File: config.mk
export PLATFORM = sky130hd
export DESIGN_NAME = pacc_top
export DESIGN_NICKNAME = d
export VERILOG_FILES = /design/src/hw/pacc_pkg.sv /design/src/hw/pacc_filter.sv /design/src/hw/pacc_top.sv
export VERILOG_INCLUDE_DIRS = /design/src /design/src/hw
export SDC_FILE = /design/constraint.sdc
export NUM_CORES = 1
export LEC_CHECK = 0
export BUFFER_PORTS_ARGS = -buffer_cell sky130_fd_sc_hd__buf_2
export CORE_ASPECT_RATIO = 0.9
export CORE_MARGIN = 5
export CORE_UTILIZATION = 60
export CTS_CLUSTER_SIZE = 10
export DETAILED_ROUTE_END_ITERATION = 8
export PLACE_DENSITY = 0.86
export SETUP_SLACK_MARGIN = 0.05
export SYNTH_ARGS = -nofsm -noshare
export SYNTH_HDL_FRONTEND = slang
export SYNTH_SLANG_ARGS = --single-unit
File: constraint.sdc
create_clock -name CLK -period 3.1 [get_ports CLK]
set_input_delay 0 -clock CLK [delete_from_list [all_inputs] [get_ports CLK]]
set_output_delay 0 -clock CLK [all_outputs]
set_load 0.005 [all_outputs]
File: src/hw/pacc_defines.svh
// Constants for the sixteen-channel pulse accumulator
`ifndef PACC_DEFINES_SVH
`define PACC_DEFINES_SVH

// Channel organisation
`define PACC_NUM_GROUPS   2
`define PACC_PER_GROUP    8
`define PACC_NUM_CH       16
`define PACC_CNT_W        12
`define PACC_IDX_W        4

// Reset value of every counter
`define PACC_CNT_RST      12'h000

// Clock rate in Hz
`define PACC_CLK_HZ       40000000

// Filter cutoffs in Hz, printed figures
`define PACC_LF_CUT_HZ    200
`define PACC_HF_CUT_HZ    20000

// Input must hold a new level for half the cutoff period before it is
// accepted; longest stable time rounds down
`define PACC_LF_FILT_CYC  (`PACC_CLK_HZ / (2 * `PACC_LF_CUT_HZ))
`define PACC_HF_FILT_CYC  (`PACC_CLK_HZ / (2 * `PACC_HF_CUT_HZ))

// Width of the filter counter, large enough for the low-frequency count
`define PACC_FILT_W       17

`endif

File: src/hw/pacc_pkg.sv
// Types shared by the pulse accumulator files
package pacc_pkg;

  // Variant selection
  typedef enum logic {
    PACC_VAR_LF,
    PACC_VAR_HF
  } pacc_var_t;

  // Read request from the host
  typedef struct packed {
    logic       rd;
    logic [3:0] ch;
  } pacc_req_t;

  // Read answer to the host
  typedef struct packed {
    logic        valid;
    logic [3:0]  ch;
    logic [11:0] count;
  } pacc_rsp_t;

endpackage

File: src/hw/pacc_filter.sv
// Input filter and rising edge detector for one channel
`timescale 1ns/100ps
`include "pacc_defines.svh"

module pacc_filter
  import pacc_pkg::*;
(
  // Clock and reset
  input  wire logic        clk,
  input  wire logic        arst_n,
  input  wire logic        ce,
  // Settings
  input  wire logic [16:0] hold_cyc,
  // Field side
  input  wire logic        raw_in,
  // Result
  output logic             rise
);

  // ************************************************************
  // Filter state
  // ************************************************************
  logic                        lvl_q,  lvl_d;   // Accepted level
  logic [`PACC_FILT_W-1:0]     cnt_q,  cnt_d;   // Stability counter
  logic                        rise_q, rise_d;  // One-cycle edge pulse

  // Next-state: accept a level once it holds for hold_cyc cycles
  always_comb begin
    lvl_d  = lvl_q;
    cnt_d  = cnt_q;
    rise_d = 1'b0;
    if (raw_in == lvl_q) begin
      // Level agrees, restart the count
      cnt_d = '0;
    end else if (cnt_q >= hold_cyc - 17'd1) begin
      // Long enough: accept, flag an inactive-to-active edge
      lvl_d  = raw_in;
      cnt_d  = '0;
      rise_d = raw_in;
    end else begin
      // Short glitch still being timed, rejected if it ends now
      cnt_d = cnt_q + 17'd1;
    end
  end

  // Registers, frozen while clock enable is low
  always_ff @(posedge clk or negedge arst_n) begin
    if (!arst_n) begin
      lvl_q  <= 1'b0;
      cnt_q  <= '0;
      rise_q <= 1'b0;
    end else if (ce) begin
      lvl_q  <= lvl_d;
      cnt_q  <= cnt_d;
      rise_q <= rise_d;
    end
  end

  assign rise = rise_q & ce;
endmodule

File: src/hw/pacc_top.sv
// Sixteen-channel pulse accumulator with read-and-clear counters
`timescale 1ns/100ps
`include "pacc_defines.svh"

module pacc_top
  import pacc_pkg::*;
(
  // Clock, reset and enable
  input  wire logic                      CLK,
  input  wire logic                      ARST_N,
  input  wire logic                      CE,
  // Variant strap, sampled every cycle
  input  wire pacc_var_t                 VARIANT,
  // Conditioned field inputs, group 0 in bits 7..0
  input  wire logic [`PACC_NUM_CH-1:0]   PULSE_IN,
  // Host read request
  input  wire pacc_req_t                 REQ,
  // Host read answer
  output pacc_rsp_t                      RSP
);

  // ************************************************************
  // Filter setting
  // ************************************************************
  logic [16:0] hold_cyc;  // Stability time for the chosen variant

  // VARIANT is live: a flip mid-pulse retimes the level being measured
  // Variant picks the filter cutoff
  always_comb begin
    if (VARIANT == PACC_VAR_LF) begin
      hold_cyc = 17'(`PACC_LF_FILT_CYC);
    end else begin
      hold_cyc = 17'(`PACC_HF_FILT_CYC);
    end
  end

  // ************************************************************
  // Per-channel filters
  // ************************************************************
  logic [`PACC_NUM_CH-1:0] rise;  // Filtered edge per channel

  // One filter per channel, two groups of eight
  genvar g;
  generate
    for (g = 0; g < `PACC_NUM_CH; g++) begin : g_ch
      pacc_filter u_filt (
        .clk      (CLK),
        .arst_n   (ARST_N),
        .ce       (CE),
        .hold_cyc (hold_cyc),
        .raw_in   (PULSE_IN[g]),
        .rise     (rise[g])
      );
    end
  endgenerate

  // ************************************************************
  // Counters and read path
  // ************************************************************
  // No overflow flag: a host that reads too slowly sees the count wrap
  logic [`PACC_CNT_W-1:0] cnt_q [`PACC_NUM_CH];  // Accumulators
  logic [`PACC_CNT_W-1:0] cnt_d [`PACC_NUM_CH];
  pacc_rsp_t              rsp_q, rsp_d;          // Registered answer

  // Clear and increment are folded into one next value: written as two
  // separate updates, a pulse landing in the read cycle would be lost
  // Counter step: a read reloads with the pulse of this cycle
  function automatic logic [`PACC_CNT_W-1:0] step(
    input logic [`PACC_CNT_W-1:0] cur,
    input logic                   clr,
    input logic                   inc
  );
    logic [`PACC_CNT_W-1:0] base;
    base = clr ? `PACC_CNT_RST : cur;
    step = base + {{(`PACC_CNT_W-1){1'b0}}, inc};
  endfunction

  // Next counts and answer
  always_comb begin
    rsp_d = '0;
    for (int i = 0; i < `PACC_NUM_CH; i++) begin
      // Own count per channel, pulse in the read cycle survives
      cnt_d[i] = step(cnt_q[i],
                      REQ.rd && (REQ.ch == `PACC_IDX_W'(i)), rise[i]);
    end
    if (REQ.rd) begin
      // Count since the previous read, as unsigned integer
      rsp_d.valid = 1'b1;
      rsp_d.ch    = REQ.ch;
      rsp_d.count = cnt_q[REQ.ch];
    end
  end

  // Registers
  always_ff @(posedge CLK or negedge ARST_N) begin
    if (!ARST_N) begin
      for (int i = 0; i < `PACC_NUM_CH; i++) begin
        cnt_q[i] <= `PACC_CNT_RST;
      end
      rsp_q <= '0;
    end else if (CE) begin
      cnt_q <= cnt_d;
      rsp_q <= rsp_d;
    end
  end

  // Answer straight from flip-flops, all zero after an enabled edge without a read
  assign RSP = rsp_q;
endmodule

Yosys cells after proc, flatten, opt, wreduce, memory -nomap -nowiden
Index checks and enable logic that the tools add are counted.

Divide/modulo/power cells: 0. Add/subtract/negate cells: 33. Bitwise gates (word level): 33. Reductions and logical operators: 33. Multiply operators: 0. Magnitude comparators: 17. Shift-type cells: 0. Equal/unequal tests: 31. Muxes and demuxes: 85.

Operators by type and width (count): 2-to-1 mux 17 bit (34); adder 17 x 1 -> 17 bit, second input constant (16); greater-or-equal comparator 17 bit (16); 2-to-1 mux 12 bit (18); adder 12 x 1 -> 12 bit (16); binary-select mux 12 bit (select 4 bit) (1); AND reduction 3 bit (16); equality test 4 bit, second input constant (8); 2-to-1 mux 1 bit (32); subtractor 17 x 1 -> 17 bit, second input constant (1); AND 1 bit (16); equality test 1 bit (16); equality test 4 x 3 -> 1 bit, second input constant (4); logical AND 1 bit (16); NOT 1 bit (16); equality test 4 x 2 -> 1 bit, second input constant (2); greater-or-equal comparator 5 bit, second input constant (1); NOT 4 -> 5 bit (1); equality test 4 x 1 -> 1 bit, second input constant (1); logical NOT 4 bit (1).

Logic and storage cells: 299. Memory bits (read-only): 0. Output and inout bits: 17. Latch bits: 0. Memories kept: 0. Memory bits (writable): 0. Input bits: 25. Register bits after elaboration: 513.

Depth between registers and ports, before layout
Gate-level depths: netlist of the first run.

Depth in word-level cells: 5. Depth in mapped cells: 14. Depth with buffers taken out: 11.

Hierarchy
Synthesis of the first run repeated with hierarchy kept, for this count alone.

Cell total of the unflattened synthesis: 4460. Area total of the unflattened synthesis: 40545.1 um^2.

Modules (own cells, without submodules): pacc_filter (times used 16, sequential area each 475.5 um^2, cells an instance 189, area each 1711.6 um^2); pacc_top (times used 1, sequential area each 5230.0 um^2, cells an instance 1436, area each 13158.9 um^2).

Least setup slack after synthesis of the first run
Ideal clock, no wire load.

Path kind: input to register. Start: in VARIANT. End: reg g_ch[5].u_filt.cnt_q[4]. Library setup time: 86 ps. Setup slack: 187 ps. Arrival time: 2827 ps. Data required time: 3014 ps. Stages on the path: 9. Path buffers: 1. Cell sequence: inv_1 > ha_1 > a21o_1 > a31oi_1 > o22ai_1 > or4_1 > buf_2 > or4_4 > o221ai_2.

Longest elaborated chain between the ends: 5.

RTL lines: from (decl) (RTL line pacc_top.sv:13) `input wire pacc_var_t VARIANT,`; 2-to-1 mux 17 bit (RTL line pacc_top.sv:30) `if (VARIANT == PACC_VAR_LF) begin`; subtractor 17 x 1 -> 17 bit (RTL line pacc_filter.sv:35) `end else if (cnt_q >= hold_cyc - 17'd1) begin`; greater-or-equal comparator 17 bit (RTL line pacc_filter.sv:35); 2-to-1 mux 17 bit (RTL line pacc_filter.sv:35); 2-to-1 mux 17 bit (RTL line pacc_filter.sv:32) `if (raw_in == lvl_q) begin`; to (signal assigned) (RTL line pacc_filter.sv:54) `cnt_q <= cnt_d;`; to (decl) (RTL line pacc_filter.sv:24) `` logic [`PACC_FILT_W-1:0] cnt_q, cnt_d; ``.

No other way between the ends. A chain may end at the register's enable or synchronous reset.

Worst setup path in the final report of the first run
Start: in REQ[0] (netlist name). End: reg rsp_q, in the netlist RSP[11].

Longest elaborated chain between the ends: 5.

RTL lines: from (decl) (RTL line pacc_top.sv:17) `input wire pacc_req_t REQ,`; NOT 4 -> 5 bit (implied by the code) (RTL line pacc_top.sv:90) `rsp_d.count = cnt_q[REQ.ch];`; binary-select mux 12 bit (select 4 bit) (RTL line pacc_top.sv:90); 2-to-1 mux 12 bit (implied by the code) (2 in a row) (RTL line pacc_top.sv:90); 2-to-1 mux 17 bit (RTL line pacc_top.sv:86) `if (REQ.rd) begin`; to (signal assigned) (RTL line pacc_top.sv:103) `rsp_q <= rsp_d;`; to (decl) (RTL line pacc_top.sv:63) `pacc_rsp_t rsp_q, rsp_d;`.

No other way between the ends. The select of a mux whose other input is x is not followed.

==> results.sh, run 1 <==
export IMPL_status="completed"
export IMPL_synth_most_common_cell="dfrtp_1"
export IMPL_dp_hpwl_um=51100
export IMPL_multi_input_area_sq_um=18000
export IMPL_ys_seq_area_frac=0.406
export IMPL_cap_violations=0
export IMPL_min_period_ns=2.69
export IMPL_synthAdderAreaFrac=0.0696
export IMPL_finalHoldWorstSlack_ns=0.0427
export IMPL_yosys_top_cells_count="dfrtp_1, nand2_1, nor2_1, o21ai_0, nand3_1"
export IMPL_drt_iter0_markers=2299
export IMPL_finalSetupViolCount=0
export IMPL_yosysTopAreaCellShare=0.406
export IMPL_avgRoutedWirePerCell_um=18.4
export IMPL_synth_largest_area_cell="dfrtp_1"
export IMPL_overflow=0
export IMPL_r2r_slack_ns=0.47
export IMPL_irDropWorstVdd_mv=0.548
export IMPL_clk_path_buf_depth=3
export IMPL_netlist_instances=3341
export IMPL_clock_latency_ns=0.63
export IMPL_dp_cells=4001
export IMPL_rsz0062_at_grt="no"
export IMPL_viasPerCell=6.50
export IMPL_async_flop_share=1.00
export IMPL_arrival_ns=3.17
export IMPL_critPathKind="in -> reg"
export IMPL_muxShareOfSynthArea=0.0785
export IMPL_synth_xor_area_frac=0.0244
export IMPL_coreArea_sq_um=51900
export IMPL_crit_path_start_kind="primary input"
export IMPL_grt_pass1_wl_um=127000
export IMPL_tns_ns=0
export IMPL_ys_flop_type="dfrtp_1"
export IMPL_final_period_utilization=0.868
export IMPL_yosysWarningCount=0
export IMPL_crit_path_end="RSP[11]"
export IMPL_ys_ff_latch=513
export IMPL_nets=3598
export IMPL_cts_resized=0
export IMPL_p_leak_nw=14.9
export IMPL_drc=0
export IMPL_clkTransAtPathRegs_ns=0.05
export IMPL_finalNonFillerCells=4097
export IMPL_clock_sinks=513
export IMPL_cts_hold_fix_buffers=24
export IMPL_synth_area_top_cells="dfrtp_1, ha_1, nand2_1"
export IMPL_register_area_sq_um=12800
export IMPL_fillers=3933
export IMPL_syn_avg_cell_area_sq_um=9.47
export IMPL_end_kind="flop"
export IMPL_r2r_start="g_ch[1].u_filt.cnt_q[14]"
export IMPL_rows=79
export IMPL_num_vias=26619
export IMPL_holdPathStages=4
export IMPL_crit_path_start="REQ[0]"
export IMPL_slowest_delay_ns=0.62
export IMPL_start_util=0.609
export IMPL_routed_wl_um=75400
export IMPL_die_h_um=228
export IMPL_slew_headroom=0.272
export IMPL_drive_gt1_frac=0.0994
export IMPL_grt_pass1_vias=25696
export IMPL_dr_pass1_iters=7
export IMPL_worstPathCellList="dlygate4sd3_1, buf_4, buf_4, mux4_2, mux4_2, nand3_1, dlygate4sd3_1, o21ai_0"
export IMPL_syn_area_sq_um=31600
export IMPL_grt_max_degree=150
export IMPL_finalClockSkew_ns=0.0234
export IMPL_rr_endpoint="g_ch[1].u_filt.cnt_q[12]"
export IMPL_io_buffers=41
export IMPL_yosysUniqueCellTypes=78
export IMPL_syn_to_final_growth_pct=9.52
export IMPL_max_slew_worst_pin_slew_ns=1.09
export IMPL_grt_antenna_before_repair=0
export IMPL_synthSimpleGateAreaFrac=0.227
export IMPL_diodes=0
export IMPL_grt_usage=0.258
export IMPL_hold_path_class="in -> reg"
export IMPL_reg2regPathDepth=5
export IMPL_dieArea_sq_um=57400
export IMPL_numCtsBuffers=58
export IMPL_power_density_nw_per_um2=570
export IMPL_root_buffer="clkbuf_16"
export IMPL_htreeDepth=2
export IMPL_path_max_fanout=28
export IMPL_antenna_left=0
export IMPL_clock_fmax_mhz=372
export IMPL_synth_compound_area_frac=0.168
export IMPL_synth_top_family_by_area="simple AND/OR/NAND/NOR gates"
export IMPL_synthesis_nets=3542
export IMPL_cp_required_ns=3.58
export IMPL_die_x_um=252
export IMPL_ios=42
export IMPL_post_cts_setup_buffers=0
export IMPL_gp_congestion=0.893
export IMPL_cts_tree="built"
export IMPL_final_hold_viol_count=0
export IMPL_crit_slowest_cell="mux4_2"
export IMPL_synth_edff_count=0
export IMPL_maxSlewViolCount=0
[critical path: cells and delay by family]
family                 cells  cell delay [ns]
buffers and inverters      4             1.87
muxes                      2             1.11
and+or+nand+nor            1             0.10
AOI/OAI and AO/OA          1             0.07
[registers in the layout, summed over array words and instances, names as in the netlist]
| name | flops |
|---|---|
| g_ch.u_filt.cnt_q | 272 |
| cnt_q | 192 |
| RSP | 17 |
| g_ch.u_filt.lvl_q | 16 |
| g_ch.u_filt.rise_q | 16 |
[report_power, final]
part           internal (W)  switching [W]
Clock               0.00359        0.00265
Combinational       0.00213        0.00284
Sequential          0.00754        0.00101
Total                0.0133        0.00650
[layer usage]
metal / routed length (um) / vias to the layer above / global-route usage
met2: 34900 / 884 / 0.406
li1: - / 12570 / -
met4: 2100 / 0 / 0.0790
met5: 0 / - / 0
met1: 33000 / 13038 / 0.367
met3: 5410 / 127 / 0.0493
[cell type report]
type	instances	share of cell area
Clock buffer	72	0.0470
Inverter	92	0.0102
Multi-Input combinational cell	2610	0.518
Sequential cell	513	0.371
Tap cell	688	0.0249
Timing Repair Buffer	122	0.0291
[cells in the final DEF (no fill, tap or decap), types with 26 or more instances in the layout]
cell and count:
o2bb2ai_1 115, o22ai_1 27, o21ai_0 248, xnor2_1 47, inv_1 90, nand2b_1 44, nor2b_1 59, mux2_2 64
nor2_1 249, mux2i_1 41, nand2_1 385, nand3_1 205, buf_2 37, clkbuf_16 61, dfrtp_1 513, a21o_1 26
ha_1 176, nor3_1 59, a21oi_1 86, buf_4 51, xor2_1 41, nand4_1 110, mux4_2 60, nor4_1 40
and3_1 99, and2_1 60, a22o_1 79
[logic make-up (layout without fill, tap and decap cells)]
kind of cell             count (synthesis)  count (layout)
XOR/XNOR                                88              88
AO/OA/AOI/OAI                          755             755
AND/OR/NAND/NOR                       1426            1426
multiplexers                           165             165
buffers and inverters                  218             286
flip-flops                             513             513
adder cells (fa/ha/maj)                176             176
[worst min-delay path by stage]
stage	to	startpoint
after floorplan	RSP[0]	ARST_N
after global placement	g_ch[9].u_filt.cnt_q[1]	ARST_N
after detailed placement	g_ch[7].u_filt.cnt_q[5]	ARST_N
after CTS	RSP[14]	REQ[2]
after global routing	RSP[14]	REQ[2]
final	RSP[14]	REQ[2]
[stage by stage]
stage	total power, W	utilization	setup WS, ns	instance area, sq um
after detailed placement	0.0135	0.631	0.319	32800
after global routing	0.0208	0.668	0.217	34600
after floorplan	0.0120	-	0.187	31600
after CTS	0.0198	0.668	0.420	34600
final	0.0198	0.668	0.411	34600
after global placement	0.0133	0.631	0.373	32800
(Power assumes the default switching activity.)
==> inputs of run 2 (changes only) <==
--- a/config.mk
+++ b/config.mk
@@ -9,10 +9,10 @@
 export BUFFER_PORTS_ARGS = -buffer_cell sky130_fd_sc_hd__buf_2
 export CORE_ASPECT_RATIO = 0.9
 export CORE_MARGIN = 5
-export CORE_UTILIZATION = 60
+export CORE_UTILIZATION = 61
 export CTS_CLUSTER_SIZE = 10
 export DETAILED_ROUTE_END_ITERATION = 8
-export PLACE_DENSITY = 0.86
+export PLACE_DENSITY = 0.87
 export SETUP_SLACK_MARGIN = 0.05
 export SYNTH_ARGS = -nofsm -noshare
 export SYNTH_HDL_FRONTEND = slang
==> run 2 against run 1 <==
Net effect:
- via count grew 0.25%
- first-iteration DRC count rose by 7.8%
- highest routed layer is now met5
- hold slack improved by 0.0055 ns
- fmax fell by 3.7%
- non-clock buffer count fell by 5
- critical endpoint is now g_ch[5].u_filt.cnt_q[4]
- cell count is 0.22% lower
- register-to-register slack worse by 0.16 ns
- largest cell class unchanged
- critical path depth shrank 1
- core utilization rose by 0.35 points
==> results.sh, run 2 (synthesis gave the netlist of run 1 again) <==
export IMPL_fillers=3787
export IMPL_min_period_ns=2.79
export IMPL_die_x_um=250
export IMPL_die_h_um=226
export IMPL_finalSetupViolCount=0
export IMPL_layout_common_cells="dfrtp_1, nand2_1, nor2_1, o21ai_0, nand3_1"
export IMPL_drt_iter0_markers=2478
export IMPL_regMostFlops="g_ch.u_filt.cnt_q"
export IMPL_tns_ns=0
export IMPL_nets=3593
export IMPL_routed_wl_um=75200
export IMPL_cts_tree="built"
export IMPL_clock_latency_ns=0.62
export IMPL_irDropWorstVdd_mv=0.562
export IMPL_grt_pass1_wl_um=126000
export IMPL_ios=42
export IMPL_io_buffers=41
export IMPL_rr_endpoint="g_ch[5].u_filt.cnt_q[4]"
export IMPL_rows=79
export IMPL_p_leak_nw=14.9
export IMPL_critPathKind="reg -> reg"
export IMPL_maxSlewViolCount=0
export IMPL_crit_path_start_kind="flop"
export IMPL_end_kind="flop"
export IMPL_clkTransAtPathRegs_ns=0.06
export IMPL_cap_violations=0
export IMPL_clock_fmax_mhz=358
export IMPL_arrival_ns=3.30
export IMPL_numCtsBuffers=58
export IMPL_clock_sinks=513
export IMPL_clk_path_buf_depth=3
export IMPL_path_max_fanout=11
export IMPL_rsz0062_at_grt="no"
export IMPL_coreArea_sq_um=51500
export IMPL_hold_path_class="in -> reg"
export IMPL_dp_cells=3997
export IMPL_largest_reg_flops=272
export IMPL_r2r_slack_ns=0.31
export IMPL_dp_hpwl_um=51200
export IMPL_grt_max_degree=113
export IMPL_dr_pass1_iters=8
export IMPL_grt_pass1_vias=25505
export IMPL_grt_antenna_before_repair=1
export IMPL_status="completed"
export IMPL_drc=0
export IMPL_start_util=0.614
export IMPL_max_slew_worst_pin_slew_ns=1.07
export IMPL_crit_path_start="g_ch[5].u_filt.cnt_q[4]"
export IMPL_cp_required_ns=3.61
export IMPL_layout_commonest_cell="dfrtp_1"
export IMPL_dieArea_sq_um=56500
export IMPL_avgRoutedWirePerCell_um=18.4
export IMPL_power_density_nw_per_um2=565
export IMPL_antenna_left=0
export IMPL_crit_path_end="g_ch[5].u_filt.cnt_q[4]"
export IMPL_final_period_utilization=0.901
export IMPL_reg2regPathDepth=7
export IMPL_grt_usage=0.262
export IMPL_overflow=0
export IMPL_viasPerCell=6.53
export IMPL_finalClockSkew_ns=0.0197
export IMPL_num_vias=26686
export IMPL_htreeDepth=2
export IMPL_post_cts_setup_buffers=0
export IMPL_r2r_start="g_ch[5].u_filt.cnt_q[4]"
export IMPL_finalNonFillerCells=4088
export IMPL_final_hold_viol_count=0
export IMPL_syn_to_final_growth_pct=9.26
export IMPL_root_buffer="clkbuf_16"
export IMPL_gp_congestion=0.911
export IMPL_slew_headroom=0.284
export IMPL_drive_gt1_frac=0.0976
export IMPL_diodes=0
[run 2: changes by cell type in the layout (fill, tap and decap cells not counted), moves of 2 or more]
| cell | before | now |
|---|---|---|
| clkbuf_8 | 6 | 2 |
| buf_4 | 51 | 44 |
| buf_12 | 9 | 11 |
| clkbuf_16 | 61 | 59 |
[run 2: critical path, cell delays in order (launching register included)]
cell and delay, ns:
dfrtp_1 0.45, ha_1 0.33, and2_1 0.16, a221oi_2 0.28, o22ai_1 0.14, or4_1 0.71, or4_4 0.55, o221ai_2 0.09
[run 2: power by group]
part / internal (W) / switching [W]
logic: 0.00210 / 0.00285
registers: 0.00754 / 0.00101
clock network: 0.00339 / 0.00264
total: 0.0130 / 0.00650
[run 2: worst min path at each step]
stage / start / to / slack (ns) / cells past startpoint
after floorplan: ARST_N / RSP[0] / -0.30 / 0
after global placement: ARST_N / g_ch[8].u_filt.cnt_q[0] / -0.03 / 1
after detailed placement: ARST_N / g_ch[8].u_filt.cnt_q[0] / -0.03 / 1
after CTS: REQ[2] / RSP[14] / 0.01 / 4
after global routing: REQ[2] / RSP[14] / 0.08 / 4
final: REQ[2] / RSP[14] / 0.05 / 4
[run 2: through the flow]
step	area, sq um	setup WS, ns	power, W	util	hold WS [ns]
global route	34600	0.121	0.0206	0.671	0.0811
CTS	34600	0.323	0.0196	0.671	0.0134
detailed placement	32800	0.156	0.0135	0.636	-0.0314
global placement	32800	0.309	0.0132	0.636	-0.0344
floorplan	31600	0.187	0.0120	-	-0.296
finish	34600	0.306	0.0195	0.671	0.0482
[run 2: cell type report]
cell class | instances | area (sq um) | share of cell area
multi-input cells | 2610 | 18000 | 0.519
flip-flops and latches | 513 | 12800 | 0.371
clock buffers | 65 | 1520 | 0.0440
repair buffers | 117 | 1010 | 0.0293
well taps | 688 | 861 | 0.0249
inverters | 92 | 353 | 0.0102
clock inverters | 3 | 22.5 | 0.000652
[run 2: what timing repair did]
item | 4_1_cts | 5_1_grt
endpoints found under the hold margin | 614 | 0
gates resized for setup | 0 | 0
hold buffers | 23 | 0
[run 2: routing by layer]
| layer | routed length [um] | up-vias | GRT usage |
|---|---|---|---|
| li1 | - | 12559 | - |
| met1 | 32800 | 13013 | 0.371 |
| met2 | 34900 | 950 | 0.420 |
| met3 | 5530 | 162 | 0.0439 |
| met4 | 2000 | 2 | 0.0824 |
| met5 | 13 | - | 0 |
